--- src/spu_pkg.sv ---
// Functional notes
// - Four requests: rx full, tx empty, tx end, rx error from overrun/framing/parity.
// - Transmit-empty flag resets to one; early enable raises request at once.
// - Transmission-end flag resets to one; early enable raises request at once.
// - A break line of all zeros sets framing error, possibly parity error.
// - Receiver keeps running in break; a cleared framing flag sets again.
// - With tx enable low, tx pin is a port driven by direction and level.
// - Clearing tx enable initializes the transmitter at once; pin reverts to port.
// - Synchronous mode: no transmission starts while any receive error flag is set.
// - Clearing rx enable leaves error flags; only their own clear removes them.
// - Asynchronous mode uses a basic clock of sixteen times the bit rate.
// - Receiver finds start bit falling edge on basic clock and resynchronizes.
// - Each bit is latched on the eighth basic clock pulse of the bit.
// - Overrun raises error request, keeps old data, leaves rx full set.
// - Receive interrupt enable gates both rx full and rx error requests.
`default_nettype none
package spu_pkg;
	localparam int DATA_W = 8;
	localparam int FIFO_DEPTH = 16;
	localparam int OVS = 16;
	localparam logic [3:0] SAMPLE_TICK = 4'h7;
	localparam logic [3:0] HALF_TICK = 4'h7;
	localparam logic [15:0] DIV_RST = 16'h0036;
	localparam logic RST_TX_EMPTY = 1'b1;
	localparam logic RST_TX_END = 1'b1;
	typedef enum logic [1:0] {TX_IDLE = 2'b00, TX_START = 2'b01, TX_DATA = 2'b11,
		TX_STOP = 2'b10} spu_tx_t;
	typedef enum logic [1:0] {RX_IDLE = 2'b00, RX_START = 2'b01, RX_DATA = 2'b11,
		RX_STOP = 2'b10} spu_rx_t;
endpackage
`default_nettype wire

--- src/spu_fifo_if.sv ---
`default_nettype none
interface spu_fifo_if;
	logic in_valid;
	logic in_ready;
	logic [spu_pkg::DATA_W-1:0] in_data;
	logic out_valid;
	logic out_ready;
	logic [spu_pkg::DATA_W-1:0] out_data;
	modport fifo (input in_valid, in_data, out_ready, output in_ready, out_valid, out_data);
	modport user (output in_valid, in_data, out_ready, input in_ready, out_valid, out_data);
endinterface
`default_nettype wire

--- src/spu_top.sv ---
`default_nettype none
module spu_top (
	input wire logic REF_CLK,
	input wire logic RST_N,
	input wire logic [15:0] BAUD_DIV,
	input wire logic SYNC_MODE,
	input wire logic PARITY_EN,
	input wire logic PARITY_ODD,
	input wire logic TX_ENABLE,
	input wire logic RX_ENABLE,
	input wire logic TX_EMPTY_IRQ_EN,
	input wire logic TX_END_IRQ_EN,
	input wire logic RX_IRQ_EN,
	input wire logic PORT_DIRECTION,
	input wire logic PORT_LEVEL,
	input wire logic [7:0] TX_DATA,
	input wire logic TX_WRITE,
	output logic TX_READY,
	input wire logic RX_READ,
	output logic [7:0] RX_DATA,
	input wire logic CLR_OVERRUN,
	input wire logic CLR_FRAMING,
	input wire logic CLR_PARITY,
	output logic TX_EMPTY_FLAG,
	output logic TX_END_FLAG,
	output logic RX_FULL_FLAG,
	output logic OVERRUN_FLAG,
	output logic FRAMING_ERR_FLAG,
	output logic PARITY_ERR_FLAG,
	output logic RX_FULL_IRQ,
	output logic TX_EMPTY_IRQ,
	output logic TX_END_IRQ,
	output logic RX_ERROR_IRQ,
	input wire logic RXD_IN,
	output logic TXD_OUT,
	output logic TXD_OE
);
	spu_fifo_if tq();
	logic rxd_s1_q, rxd_s2_q;
	logic [15:0] div_q, div_d;
	logic tick;
	spu_pkg::spu_tx_t tx_st_q, tx_st_d;
	logic [3:0] tx_ph_q, tx_ph_d;
	logic [3:0] tx_bit_q, tx_bit_d;
	logic [8:0] tx_sh_q, tx_sh_d;
	logic tx_end_q, tx_end_d;
	logic txd_q, txd_d;
	logic err_any, tx_go;
	spu_pkg::spu_rx_t rx_st_q, rx_st_d;
	logic [3:0] rx_ph_q, rx_ph_d;
	logic [3:0] rx_bit_q, rx_bit_d;
	logic [8:0] rx_sh_q, rx_sh_d;
	logic rx_prev_q, rx_prev_d;
	logic [7:0] rdr_q, rdr_d;
	logic rx_full_flag_q, rx_full_flag_d, oer_q, oer_d, fer_q, fer_d, per_q, per_d;
	logic [3:0] nbits;
	logic rx_done, rx_perr, rx_ferr;

	// Pin input resynchronised before the receiver sees it
	always_ff @(posedge REF_CLK or negedge RST_N)
	begin
		if (!RST_N)
		begin
			rxd_s1_q <= 1'b1;
			rxd_s2_q <= 1'b1;
		end
		else
		begin
			rxd_s1_q <= RXD_IN;
			rxd_s2_q <= rxd_s1_q;
		end
	end

	// Basic clock at sixteen times the bit rate
	always_comb
	begin
		tick = (div_q == '0);
		div_d = tick ? BAUD_DIV : div_q - 16'h0001;
	end

	assign tq.in_valid = TX_WRITE;
	assign tq.in_data = TX_DATA;
	assign TX_READY = tq.in_ready;
	spu_fifo #(.WIDTH(spu_pkg::DATA_W), .DEPTH(spu_pkg::FIFO_DEPTH)) u_txq (
		.clk(REF_CLK),
		.rst_n(RST_N),
		.flush(!TX_ENABLE),
		.f(tq)
	);

	assign err_any = oer_q || fer_q || per_q;
	assign nbits = PARITY_EN ? 4'h9 : 4'h8;
	// Back-pressure: a frame starts only when the transmitter is free
	assign tx_go = tq.out_valid && !(SYNC_MODE && err_any);
	assign tq.out_ready = TX_ENABLE && tick && (tx_st_q == spu_pkg::TX_IDLE) && tx_go;

	always_comb
	begin
		tx_st_d = tx_st_q;
		tx_ph_d = tx_ph_q;
		tx_bit_d = tx_bit_q;
		tx_sh_d = tx_sh_q;
		tx_end_d = tx_end_q;
		txd_d = txd_q;
		if (!TX_ENABLE)
		begin
			// Abort mid-frame; the pin falls back to port control
			tx_st_d = spu_pkg::TX_IDLE;
			tx_ph_d = '0;
			tx_bit_d = '0;
			tx_end_d = spu_pkg::RST_TX_END;
			txd_d = 1'b1;
		end
		else if (tick)
		begin
			tx_ph_d = tx_ph_q + 4'h1;
			case (tx_st_q)
				spu_pkg::TX_IDLE:
				begin
					tx_ph_d = '0;
					if (tq.out_ready)
					begin
						tx_sh_d = {^tq.out_data ^ PARITY_ODD, tq.out_data};
						tx_st_d = spu_pkg::TX_START;
						tx_end_d = 1'b0;
						txd_d = 1'b0;
					end
				end
				spu_pkg::TX_START:
					if (tx_ph_q == 4'hf)
					begin
						tx_st_d = spu_pkg::TX_DATA;
						tx_bit_d = '0;
						txd_d = tx_sh_q[0];
						tx_sh_d = {1'b1, tx_sh_q[8:1]};
					end
				spu_pkg::TX_DATA:
					if (tx_ph_q == 4'hf)
					begin
						tx_bit_d = tx_bit_q + 4'h1;
						if (tx_bit_q == nbits - 4'h1)
						begin
							tx_st_d = spu_pkg::TX_STOP;
							txd_d = 1'b1;
						end
						else
						begin
							txd_d = tx_sh_q[0];
							tx_sh_d = {1'b1, tx_sh_q[8:1]};
						end
					end
				spu_pkg::TX_STOP:
					if (tx_ph_q == 4'hf)
					begin
						tx_st_d = spu_pkg::TX_IDLE;
						tx_end_d = !tx_go;
					end
				default:
					tx_st_d = spu_pkg::TX_IDLE;
			endcase
		end
	end

	always_comb
	begin
		rx_st_d = rx_st_q;
		rx_ph_d = rx_ph_q;
		rx_bit_d = rx_bit_q;
		rx_sh_d = rx_sh_q;
		rx_prev_d = rx_prev_q;
		rx_done = 1'b0;
		if (!RX_ENABLE)
			rx_st_d = spu_pkg::RX_IDLE;
		else if (tick)
		begin
			rx_prev_d = rxd_s2_q;
			rx_ph_d = rx_ph_q + 4'h1;
			case (rx_st_q)
				spu_pkg::RX_IDLE:
					if (rx_prev_q && !rxd_s2_q)
					begin
						// Bit timing restarts on the falling edge
						rx_st_d = spu_pkg::RX_START;
						rx_ph_d = '0;
					end
				spu_pkg::RX_START:
					if (rx_ph_q == spu_pkg::HALF_TICK)
					begin
						if (rxd_s2_q)
							rx_st_d = spu_pkg::RX_IDLE;
					end
					else if (rx_ph_q == 4'hf)
					begin
						rx_st_d = spu_pkg::RX_DATA;
						rx_bit_d = '0;
					end
				spu_pkg::RX_DATA:
					if (rx_ph_q == spu_pkg::SAMPLE_TICK)
					begin
						rx_sh_d = {rxd_s2_q, rx_sh_q[8:1]};
						rx_bit_d = rx_bit_q + 4'h1;
					end
					else if (rx_ph_q == 4'hf && rx_bit_q == nbits)
						rx_st_d = spu_pkg::RX_STOP;
				spu_pkg::RX_STOP:
					if (rx_ph_q == spu_pkg::SAMPLE_TICK)
					begin
						// A line still low re-arms the start detector, so a break keeps framing
						rx_done = 1'b1;
						rx_prev_d = 1'b1;
						rx_st_d = spu_pkg::RX_IDLE;
					end
				default:
					rx_st_d = spu_pkg::RX_IDLE;
			endcase
		end
	end

	assign rx_ferr = rx_done && !rxd_s2_q;
	always_comb
	begin
		rx_perr = 1'b0;
		if (PARITY_EN)
			rx_perr = rx_done && ((^rx_sh_q) != PARITY_ODD);
	end

	// Set beats clear; RX_ENABLE never touches the error flags
	always_comb
	begin
		rdr_d = rdr_q;
		rx_full_flag_d = rx_full_flag_q && !RX_READ;
		oer_d = oer_q && !CLR_OVERRUN;
		fer_d = fer_q && !CLR_FRAMING;
		per_d = per_q && !CLR_PARITY;
		if (rx_done)
		begin
			if (rx_full_flag_q)
				oer_d = 1'b1;
			else
			begin
				rdr_d = PARITY_EN ? rx_sh_q[7:0] : rx_sh_q[8:1];
				rx_full_flag_d = 1'b1;
			end
			if (rx_ferr)
				fer_d = 1'b1;
			if (rx_perr)
				per_d = 1'b1;
		end
	end

	always_ff @(posedge REF_CLK or negedge RST_N)
	begin
		if (!RST_N)
		begin
			div_q <= spu_pkg::DIV_RST;
			tx_st_q <= spu_pkg::TX_IDLE;
			tx_ph_q <= '0;
			tx_bit_q <= '0;
			tx_sh_q <= '1;
			tx_end_q <= spu_pkg::RST_TX_END;
			txd_q <= 1'b1;
			rx_st_q <= spu_pkg::RX_IDLE;
			rx_ph_q <= '0;
			rx_bit_q <= '0;
			rx_sh_q <= '0;
			rx_prev_q <= 1'b1;
			rdr_q <= '0;
			rx_full_flag_q <= 1'b0;
			oer_q <= 1'b0;
			fer_q <= 1'b0;
			per_q <= 1'b0;
		end
		else
		begin
			div_q <= div_d;
			tx_st_q <= tx_st_d;
			tx_ph_q <= tx_ph_d;
			tx_bit_q <= tx_bit_d;
			tx_sh_q <= tx_sh_d;
			tx_end_q <= tx_end_d;
			txd_q <= txd_d;
			rx_st_q <= rx_st_d;
			rx_ph_q <= rx_ph_d;
			rx_bit_q <= rx_bit_d;
			rx_sh_q <= rx_sh_d;
			rx_prev_q <= rx_prev_d;
			rdr_q <= rdr_d;
			rx_full_flag_q <= rx_full_flag_d;
			oer_q <= oer_d;
			fer_q <= fer_d;
			per_q <= per_d;
		end
	end

	// Empty means nothing queued; resets to one with the queue empty
	assign TX_EMPTY_FLAG = !tq.out_valid;
	assign TX_END_FLAG = tx_end_q;
	assign RX_FULL_FLAG = rx_full_flag_q;
	assign OVERRUN_FLAG = oer_q;
	assign FRAMING_ERR_FLAG = fer_q;
	assign PARITY_ERR_FLAG = per_q;
	assign RX_DATA = rdr_q;
	assign RX_FULL_IRQ = rx_full_flag_q && RX_IRQ_EN;
	assign RX_ERROR_IRQ = err_any && RX_IRQ_EN;
	assign TX_EMPTY_IRQ = TX_EMPTY_FLAG && TX_EMPTY_IRQ_EN;
	assign TX_END_IRQ = tx_end_q && TX_END_IRQ_EN;
	// Port mode is combinational so it applies the same cycle
	assign TXD_OUT = TX_ENABLE ? txd_q : PORT_LEVEL;
	assign TXD_OE = TX_ENABLE ? 1'b1 : PORT_DIRECTION;
endmodule
`default_nettype wire

--- src/spu_fifo.sv ---
`default_nettype none
module spu_fifo #(
	parameter int WIDTH = 8,
	parameter int DEPTH = 16
) (
	input wire logic clk,
	input wire logic rst_n,
	input wire logic flush,
	spu_fifo_if.fifo f
);
	localparam int AW = $clog2(DEPTH);
	logic [WIDTH-1:0] mem_q [DEPTH];
	logic [WIDTH-1:0] mem_d;
	logic [AW-1:0] wp_q, wp_d, rp_q, rp_d;
	logic [AW:0] cnt_q, cnt_d;
	logic [WIDTH-1:0] dout_q, dout_d;
	logic push, pop;
	assign f.in_ready = (cnt_q != (AW+1)'(DEPTH));
	assign f.out_valid = (cnt_q != '0);
	assign f.out_data = dout_q;
	assign push = f.in_valid && f.in_ready;
	assign pop = f.out_valid && f.out_ready;
	always_comb
	begin
		wp_d = wp_q;
		rp_d = rp_q;
		cnt_d = cnt_q;
		mem_d = f.in_data;
		dout_d = mem_q[rp_q];
		if (push)
			wp_d = AW'(wp_q + 1'b1);
		if (pop)
			rp_d = AW'(rp_q + 1'b1);
		if (push && !pop)
			cnt_d = cnt_q + 1'b1;
		else if (pop && !push)
			cnt_d = cnt_q - 1'b1;
		if (cnt_d == '0 || (push && cnt_q == '0) || (pop && cnt_q == 1 && push))
			dout_d = f.in_data;
		else
			dout_d = mem_q[rp_d];
		if (flush)
		begin
			wp_d = '0;
			rp_d = '0;
			cnt_d = '0;
		end
	end
	always_ff @(posedge clk or negedge rst_n)
	begin
		if (!rst_n)
		begin
			wp_q <= '0;
			rp_q <= '0;
			cnt_q <= '0;
			dout_q <= '0;
		end
		else
		begin
			wp_q <= wp_d;
			rp_q <= rp_d;
			cnt_q <= cnt_d;
			dout_q <= dout_d;
		end
	end
	always_ff @(posedge clk)
	begin
		if (push)
			mem_q[wp_q] <= mem_d;
	end
endmodule
`default_nettype wire

--- config.mk ---
export PLATFORM = sky130hd
export DESIGN_NAME = spu_top
export DESIGN_NICKNAME = d
export VERILOG_FILES = /design/src/spu_pkg.sv /design/src/spu_fifo_if.sv /design/src/spu_top.sv /design/src/spu_fifo.sv
export SDC_FILE = /design/constraint.sdc
export NUM_CORES = 1
export LEC_CHECK = 0
export BUFFER_PORTS_ARGS = -buffer_cell sky130_fd_sc_hd__buf_4
export CAP_MARGIN = 20
export CORE_ASPECT_RATIO = 0.75
export CORE_UTILIZATION = 45
export DETAILED_ROUTE_END_ITERATION = 7
export PLACE_DENSITY_LB_ADDON = 0.15
export SYNTH_ARGS = -nofsm -noshare
export SYNTH_HDL_FRONTEND = slang
export SYNTH_HIERARCHICAL = 1
export SYNTH_SLANG_ARGS = --single-unit
export TNS_END_PERCENT = 5
--- constraint.sdc ---
create_clock -name REF_CLK -period 4.9 [get_ports REF_CLK]
set_input_delay 0.245 -clock REF_CLK [delete_from_list [all_inputs] [get_ports REF_CLK]]
set_output_delay 0.245 -clock REF_CLK [all_outputs]
set_load 0.02 [all_outputs]
-- Yosys cells after proc, flatten, opt, wreduce, memory -nomap -nowiden
Memories as Yosys holds them, arrays and structs flattened.
Cells that the tools add are included.
Widths: inputs -> output; s select.
- bits in writable memories: 128
- bits in read-only memories: 0
- register bits: 92
- input port bits: 42
- output and inout port bits: 21
- logic and storage cells: 210
- memories: 1
- bits in latches: 0
- memory list (memory ; words ; width ; rd ports ; clocked after memory_dff ; write ports ; RTL line ; RTL):
    u_txq.mem_q ; 16 ; 8 ; 1 ; 0 ; 1 ; spu_fifo.sv:12 ; logic [WIDTH-1:0] mem_q [DEPTH];
- order comparisons: 0
- shift operators: 0
- reduce and logical (&&, ||, !) cells: 58
- div/mod/pow operators: 0
- bitwise operators: 2
- add/sub/neg operators: 10
- mux-type cells: 78
- multiply operators: 0
- eq/ne operators: 38
- operators with widths (kind ; count):
    $mux 4 ; 16
    $mux 9 ; 4
    $mux 2 ; 16
    $mux 1 ; 29
    $pmux 9 s3 ; 1
    $add 4x1->4 const B ; 6
    $logic_and 1x1->1 ; 24
    $ne 3x3->1 const B ; 8
    $logic_not 16->1 ; 1
    $mux 16 ; 1
    $mux 8 ; 2
    $pmux 2 s4 ; 2
    $pmux 4 s2 ; 2
    $sub 16x1->16 const B ; 1
    $mux 5 ; 3
    $reduce_and 7->1 ; 2
    $ne 2x2->1 const B ; 6
    $reduce_and 4->1 ; 3
    $reduce_and 6->1 ; 2
    $logic_not 1->1 ; 10
    $logic_not 5->1 ; 2
    $reduce_xor 9->1 ; 1
    $eq 2x2->1 const B ; 4
    $eq 4x4->1 ; 2
    other kinds (26) ; 38

-- Logic depth before layout (Yosys ltp)
- word-level depth: 14
- mapped depth: 16
- depth with buffers taken out: 11

-- Modules after synthesis
The synthesis kept the hierarchy.
- by module, submodules not included (module ; area each (sq um) ; seq. area each (sq um) ; cells an instance ; instances):
    spu_fifo ; 7438.4 ; 4369.2 ; 547 ; 1
    spu_top ; 3940.0 ; 1799.2 ; 380 ; 1

-- Least setup slack after synthesis
Ideal clock, no wire load.
- kind: flip-flop to flip-flop
- start: reg div_q[0]
- end: reg u_txq.dout_q[6], in the netlist u_txq/f.out_data[6]
- required time: 4.772 ns
- setup slack: 1.341 ns
- period minus slack after synthesis: 3.559 ns
- cell stages (with the launch flop): 15
- path buffers: 3
- library setup time: 0.128 ns
- arrival: 3.431 ns
- path through: dfrtp_1 > inv_1 > ha_1 > nor4b_2 > and4_1 > clkbuf_1 > buf_1 > and3_1 > buf_2 > inv_1 > o211ai_1 > o22ai_1 > a221o_1 > a31oi_2 > mux2_1
- cells in the longest elaborated chain, start to end: 12
- elaborated cells on any way between the ends: 18
- classes of those cells: 4 x mux; 13 x reduce/logical; 1 x memory
- RTL lines (what ; RTL line ; RTL):
    start: declaration ; spu_top.sv:40 ; logic [15:0] div_q, div_d;
    start signal: assignment ; spu_top.sv:255 ; div_q <= spu_pkg::DIV_RST;
    start signal: assignment ; spu_top.sv:275 ; div_q <= div_d;
    $logic_not 16->1 * ; spu_top.sv:77 ; tick = (div_q == '0);
    $logic_and 1x1->1 * (3 in a row) ; spu_top.sv:95 ; assign tq.out_ready = TX_ENABLE && tick && (tx_st_q == spu_pkg::TX_IDLE) && tx_go;
    named net tq.out_ready ; spu_fifo_if.sv:7 ; logic out_ready;
    $logic_and 1x1->1 * ; spu_fifo.sv:22 ; assign pop = f.out_valid && f.out_ready;
    branches (longest 6 deep; another with $mem_v2 16x8) ; -- ;
    $mux 8 * ; spu_fifo.sv:38 ; if (cnt_d == '0 || (push && cnt_q == '0) || (pop && cnt_q == 1 && push))
    named net u_txq.dout_d[6] ; spu_fifo.sv:16 ; logic [WIDTH-1:0] dout_q, dout_d;
    end signal: assignment ; spu_fifo.sv:63 ; dout_q <= dout_d;
    end: declaration ; spu_fifo.sv:16 ;
Mark *: on every way through the listed nets, which the timed path passes.
A chain may end at the register's enable or synchronous reset.

-- Worst setup path after layout
- start: reg u_txq.cnt_q[0]
- end: reg u_txq.dout_q[7], in the netlist u_txq/f.out_data[7]
- cells in the longest elaborated chain, start to end: 11
- elaborated cells on any way between the ends: 25
- classes of those cells: 2 x add/sub; 2 x eq/ne; 4 x mux; 16 x reduce/logical; 1 x memory
- RTL lines (what ; RTL line ; RTL):
    start: declaration ; spu_fifo.sv:15 ; logic [AW:0] cnt_q, cnt_d;
    start signal: assignment ; spu_fifo.sv:62 ; cnt_q <= cnt_d;
    $reduce_bool 5->1 * ; spu_fifo.sv:19 ; assign f.out_valid = (cnt_q != '0);
    named net tq.out_valid ; spu_fifo_if.sv:6 ; logic out_valid;
    $logic_and 1x1->1 * ; spu_top.sv:94 ; assign tx_go = tq.out_valid && !(SYNC_MODE && err_any);
    $logic_and 1x1->1 * ; spu_top.sv:95 ;
    named net tq.out_ready ; spu_fifo_if.sv:7 ;
    $logic_and 1x1->1 * ; spu_fifo.sv:22 ;
    branches (longest 6 deep; another with $mem_v2 16x8) ; -- ;
    $mux 8 * ; spu_fifo.sv:38 ;
    named net u_txq.dout_d[7] ; spu_fifo.sv:16 ;
Marks and branches as above.

==> impl_metrics.ini <==
[pwr]
power_frac_comb_pct = 11.4
intPower_w = 0.00336
power.density_mw_per_mm2 = 339
netSwitchingFraction_pct = 25.0
power.switching_w = 0.00112
clkPwrFrac_pct = 40.6
design_power_total_w = 0.00447
seqPwrFrac_pct = 47.9
leakagePower_nw = 4.75
peakVddDrop_v = 0.000232

[detailed_routing]
routed_wl_um = 28400
vias = 8054
viasPerCell = 6.00
drt_iter0_markers = 820
post_drt_wl_per_cell_um = 21.1
ant_nets = 0
drt-pass1-iter-count = 7
drc = 0

[synthesis]
synth_top_area_share_pct = 33.8
synth_common_cells = 128 x edfxtp_1, 93 x mux2_2, 74 x dfrtp_1
synth.most_common_cell = edfxtp_1
yosys_warnings = 6
synthesis.nets = 984
ys_ff_latch = 220
synth.area.top_cells = edfxtp_1 34%, dfrtp_1 16%, mux2_2 9.2%
synth_edf_count = 128
synthCells = 927
synth-main-ff-cell = edfxtp_1
avgSynthCellArea_um2 = 12.3
synth_area_mm2 = 0.0114
async_reset_ff_share_pct = 41.8
yosysSeqAreaShare_pct = 54.2
yosysTopAreaCell = edfxtp_1
netlist-cell-type-count = 79

[clocking]
cts-root-buf = clkbuf_16
htree_levels = 1
post_cts_resized = 0
post-cts-setup-buffer-count = 0
cts_buffers = 24
cts_num_sinks = 220
cts_buffer_depth = 3
cts_tree = built
clock_latency_ps = 520
clkTransAtPathRegs_ps = 60

[min_path]
hp-start = TX_DATA[6]
hold_depth = 1
hold_path_class = in -> reg
whs_endpoint = u_txq/mem_q[14][6]

[status]
outcome = finished clean

[timing]
setup_viol = 0
period_needed_ps = 4050
rsz0062_at_grt = false
clock_skew_ps = 13.7
worstMarginPinSlew_ps = 1050
hold_viol = 0
slew_viol_final = 0
setup_slack_ps = 848
max_freq_ghz = 0.247
timing.final.crit_share_pct = 82.7
finalSetupTns_ps = 0
relSlewSlack_pct = 29.8

[global_route]
grt_pass1_wl_um = 44600
grt_max_degree = 57
overflow = 0
grt_pass1_vias = 7662
antenna_found_initial = 1
track_usage_pct = 22.5

[die]
core_area_mm2 = 0.0244
die-area_mm2 = 0.0259
die_w_um = 186
initial_core_util_pct = 46.6
std_cell_rows = 49
pin_count = 63
die_h_um = 140

[setup_path]
crit_path_end_kind = register
critPathArrivalTime_ps = 4500
cp-start-kind = register
reg2reg_slack_ps = 850
reg2regPathDepth = 10
cp_data_required_time_ps = 5350
r2r_end = u_txq/f.out_data[7]
crit_type = reg -> reg
critPathMaxFanout = 31
r2r_start = u_txq/cnt_q[0]

[finish]
diodes = 0
drive_gt1_share_pct = 26.6
final_nets = 1051
fillers = 2122
fin_cells = 1343
multi_input_area_mm2 = 0.00484
final-seq-area_mm2 = 0.00617
area_growth_pct = 15.9

[place]
dp.cells = 1275
gp_congestion = 0.850
portBuffers = 62
place_ws_ps = 929
dp_hpwl_um = 18500

[job]
maxCapViolations = 0
area by class of cell:
| class | instances | area share (%) |
|---|---|---|
| timing repair buffer | 104 | 6.38 |
| clock buffer | 30 | 5.04 |
| sequential | 220 | 46.8 |
| clock inverter | 14 | 0.930 |
| inverter | 34 | 0.968 |
| tap | 331 | 3.14 |
| multi-input combinational | 610 | 36.7 |
registers in the layout (all words and copies together), names as in the netlist, 2 cells and up:
signal,cells
u_txq/wp_q,4
RX_DATA,8
div_q,16
u_txq/mem_q,128
rx_st_q,2
tx_st_q,2
u_txq/cnt_q,5
tx_ph_q,4
rx_ph_q,4
tx_bit_q,4
u_txq/f.out_data,8
tx_sh_q,9
u_txq/rp_q,4
rx_sh_q,9
rx_bit_q,4
power groups by stage:
| stage | clock network [W] | logic, W | registers [W] |
|---|---|---|---|
| finish | 0.00182 | 0.000511 | 0.00214 |
| global placement | 0 | 0.000488 | 0.00218 |
| floorplan | 0 | 0.000351 | 0.00214 |
| detailed placement | 0 | 0.000494 | 0.00218 |
| global route | 0.00194 | 0.000567 | 0.00216 |
| CTS | 0.00186 | 0.000510 | 0.00214 |
cell usage in the layout, fill, tap and decap left out, types with 9 or more instances in the layout:
cell and instances:
dfrtp_1 73, nor2_1 46, dfstp_2 18, inv_1 34, nand2_1 55, xnor2_1 20, mux2i_1 11, o211ai_1 32
clkbuf_16 25, xor2_1 14, dlygate4sd3_1 24, edfxtp_1 128, a221oi_1 57, ha_1 15, o21ai_0 29, nand4_1 14
buf_4 80, nor3_1 9, mux2_2 93, a21oi_1 20, a22oi_1 30, and2_1 10, nand3_1 21
logic make-up (layout without fill, tap and decap cells):
group                    count (synthesis)  after routing  share of synthesized area [%]
AND/OR/NAND/NOR                        223            223                           10.6
buffers and inverters                   97            182                           3.63
multiplexers                           119            119                           12.5
adder cells (fa/ha/maj)                 15             15                           1.65
XOR/XNOR                                36             36                           3.01
flip-flops                             220            220                           54.2
AO/OA/AOI/OAI                          217            217                           14.4
layer usage:
metal	track usage [%]	share of wire [%]	vias up
met2	30.3	40	287
met4	4.53	1.7	0
li1	-	-	3737
met3	5.47	8.2	43
met5	0	0	-
met1	36.1	50	3987
worst max path at each step:
| stage | cells past startpoint | end | from | slack (ps) |
|---|---|---|---|---|
| 3_5_place_dp | 10 | u_txq/f.out_data[7] | u_txq/cnt_q[0] | 930 |
| 6_report | 10 | u_txq/f.out_data[7] | u_txq/cnt_q[0] | 850 |
| 5_1_grt | 11 | u_txq/f.out_data[2] | u_txq/cnt_q[0] | 600 |
| 3_3_place_gp | 10 | u_txq/f.out_data[7] | u_txq/cnt_q[0] | 1020 |
| 2_1_floorplan | 14 | u_txq/f.out_data[6] | div_q[0] | 1340 |
| 4_1_cts | 10 | u_txq/f.out_data[7] | u_txq/cnt_q[0] | 920 |
what timing repair did:
action / 4_1_cts / 5_1_grt
hold endpoints to repair: 59 / 0
hold buffers: 24 / 0
endpoints found under the setup margin: 0 / 0
through the flow:
| step | utilization [%] | hold slack (ps) | cell area, um^2 |
|---|---|---|---|
| floorplan | - | -50.6 | 11400 |
| global route | 54.0 | 54.7 | 13200 |
| CTS | 54.0 | 43.5 | 13200 |
| detailed placement | 49.8 | 300 | 12200 |
| global placement | 49.8 | 300 | 12200 |
| finish | 54.0 | 55.8 | 13200 |
critical path: stages (launching register included):
cell	delay (ps)
dfrtp_1	460
inv_1	150
ha_1	300
or4b_4	630
and3_1	210
and3_1	430
a21oi_4	790
a221oi_1	210
o211ai_1	460
nand4_1	150
mux2i_1	150
(Power assumes the default switching activity.)
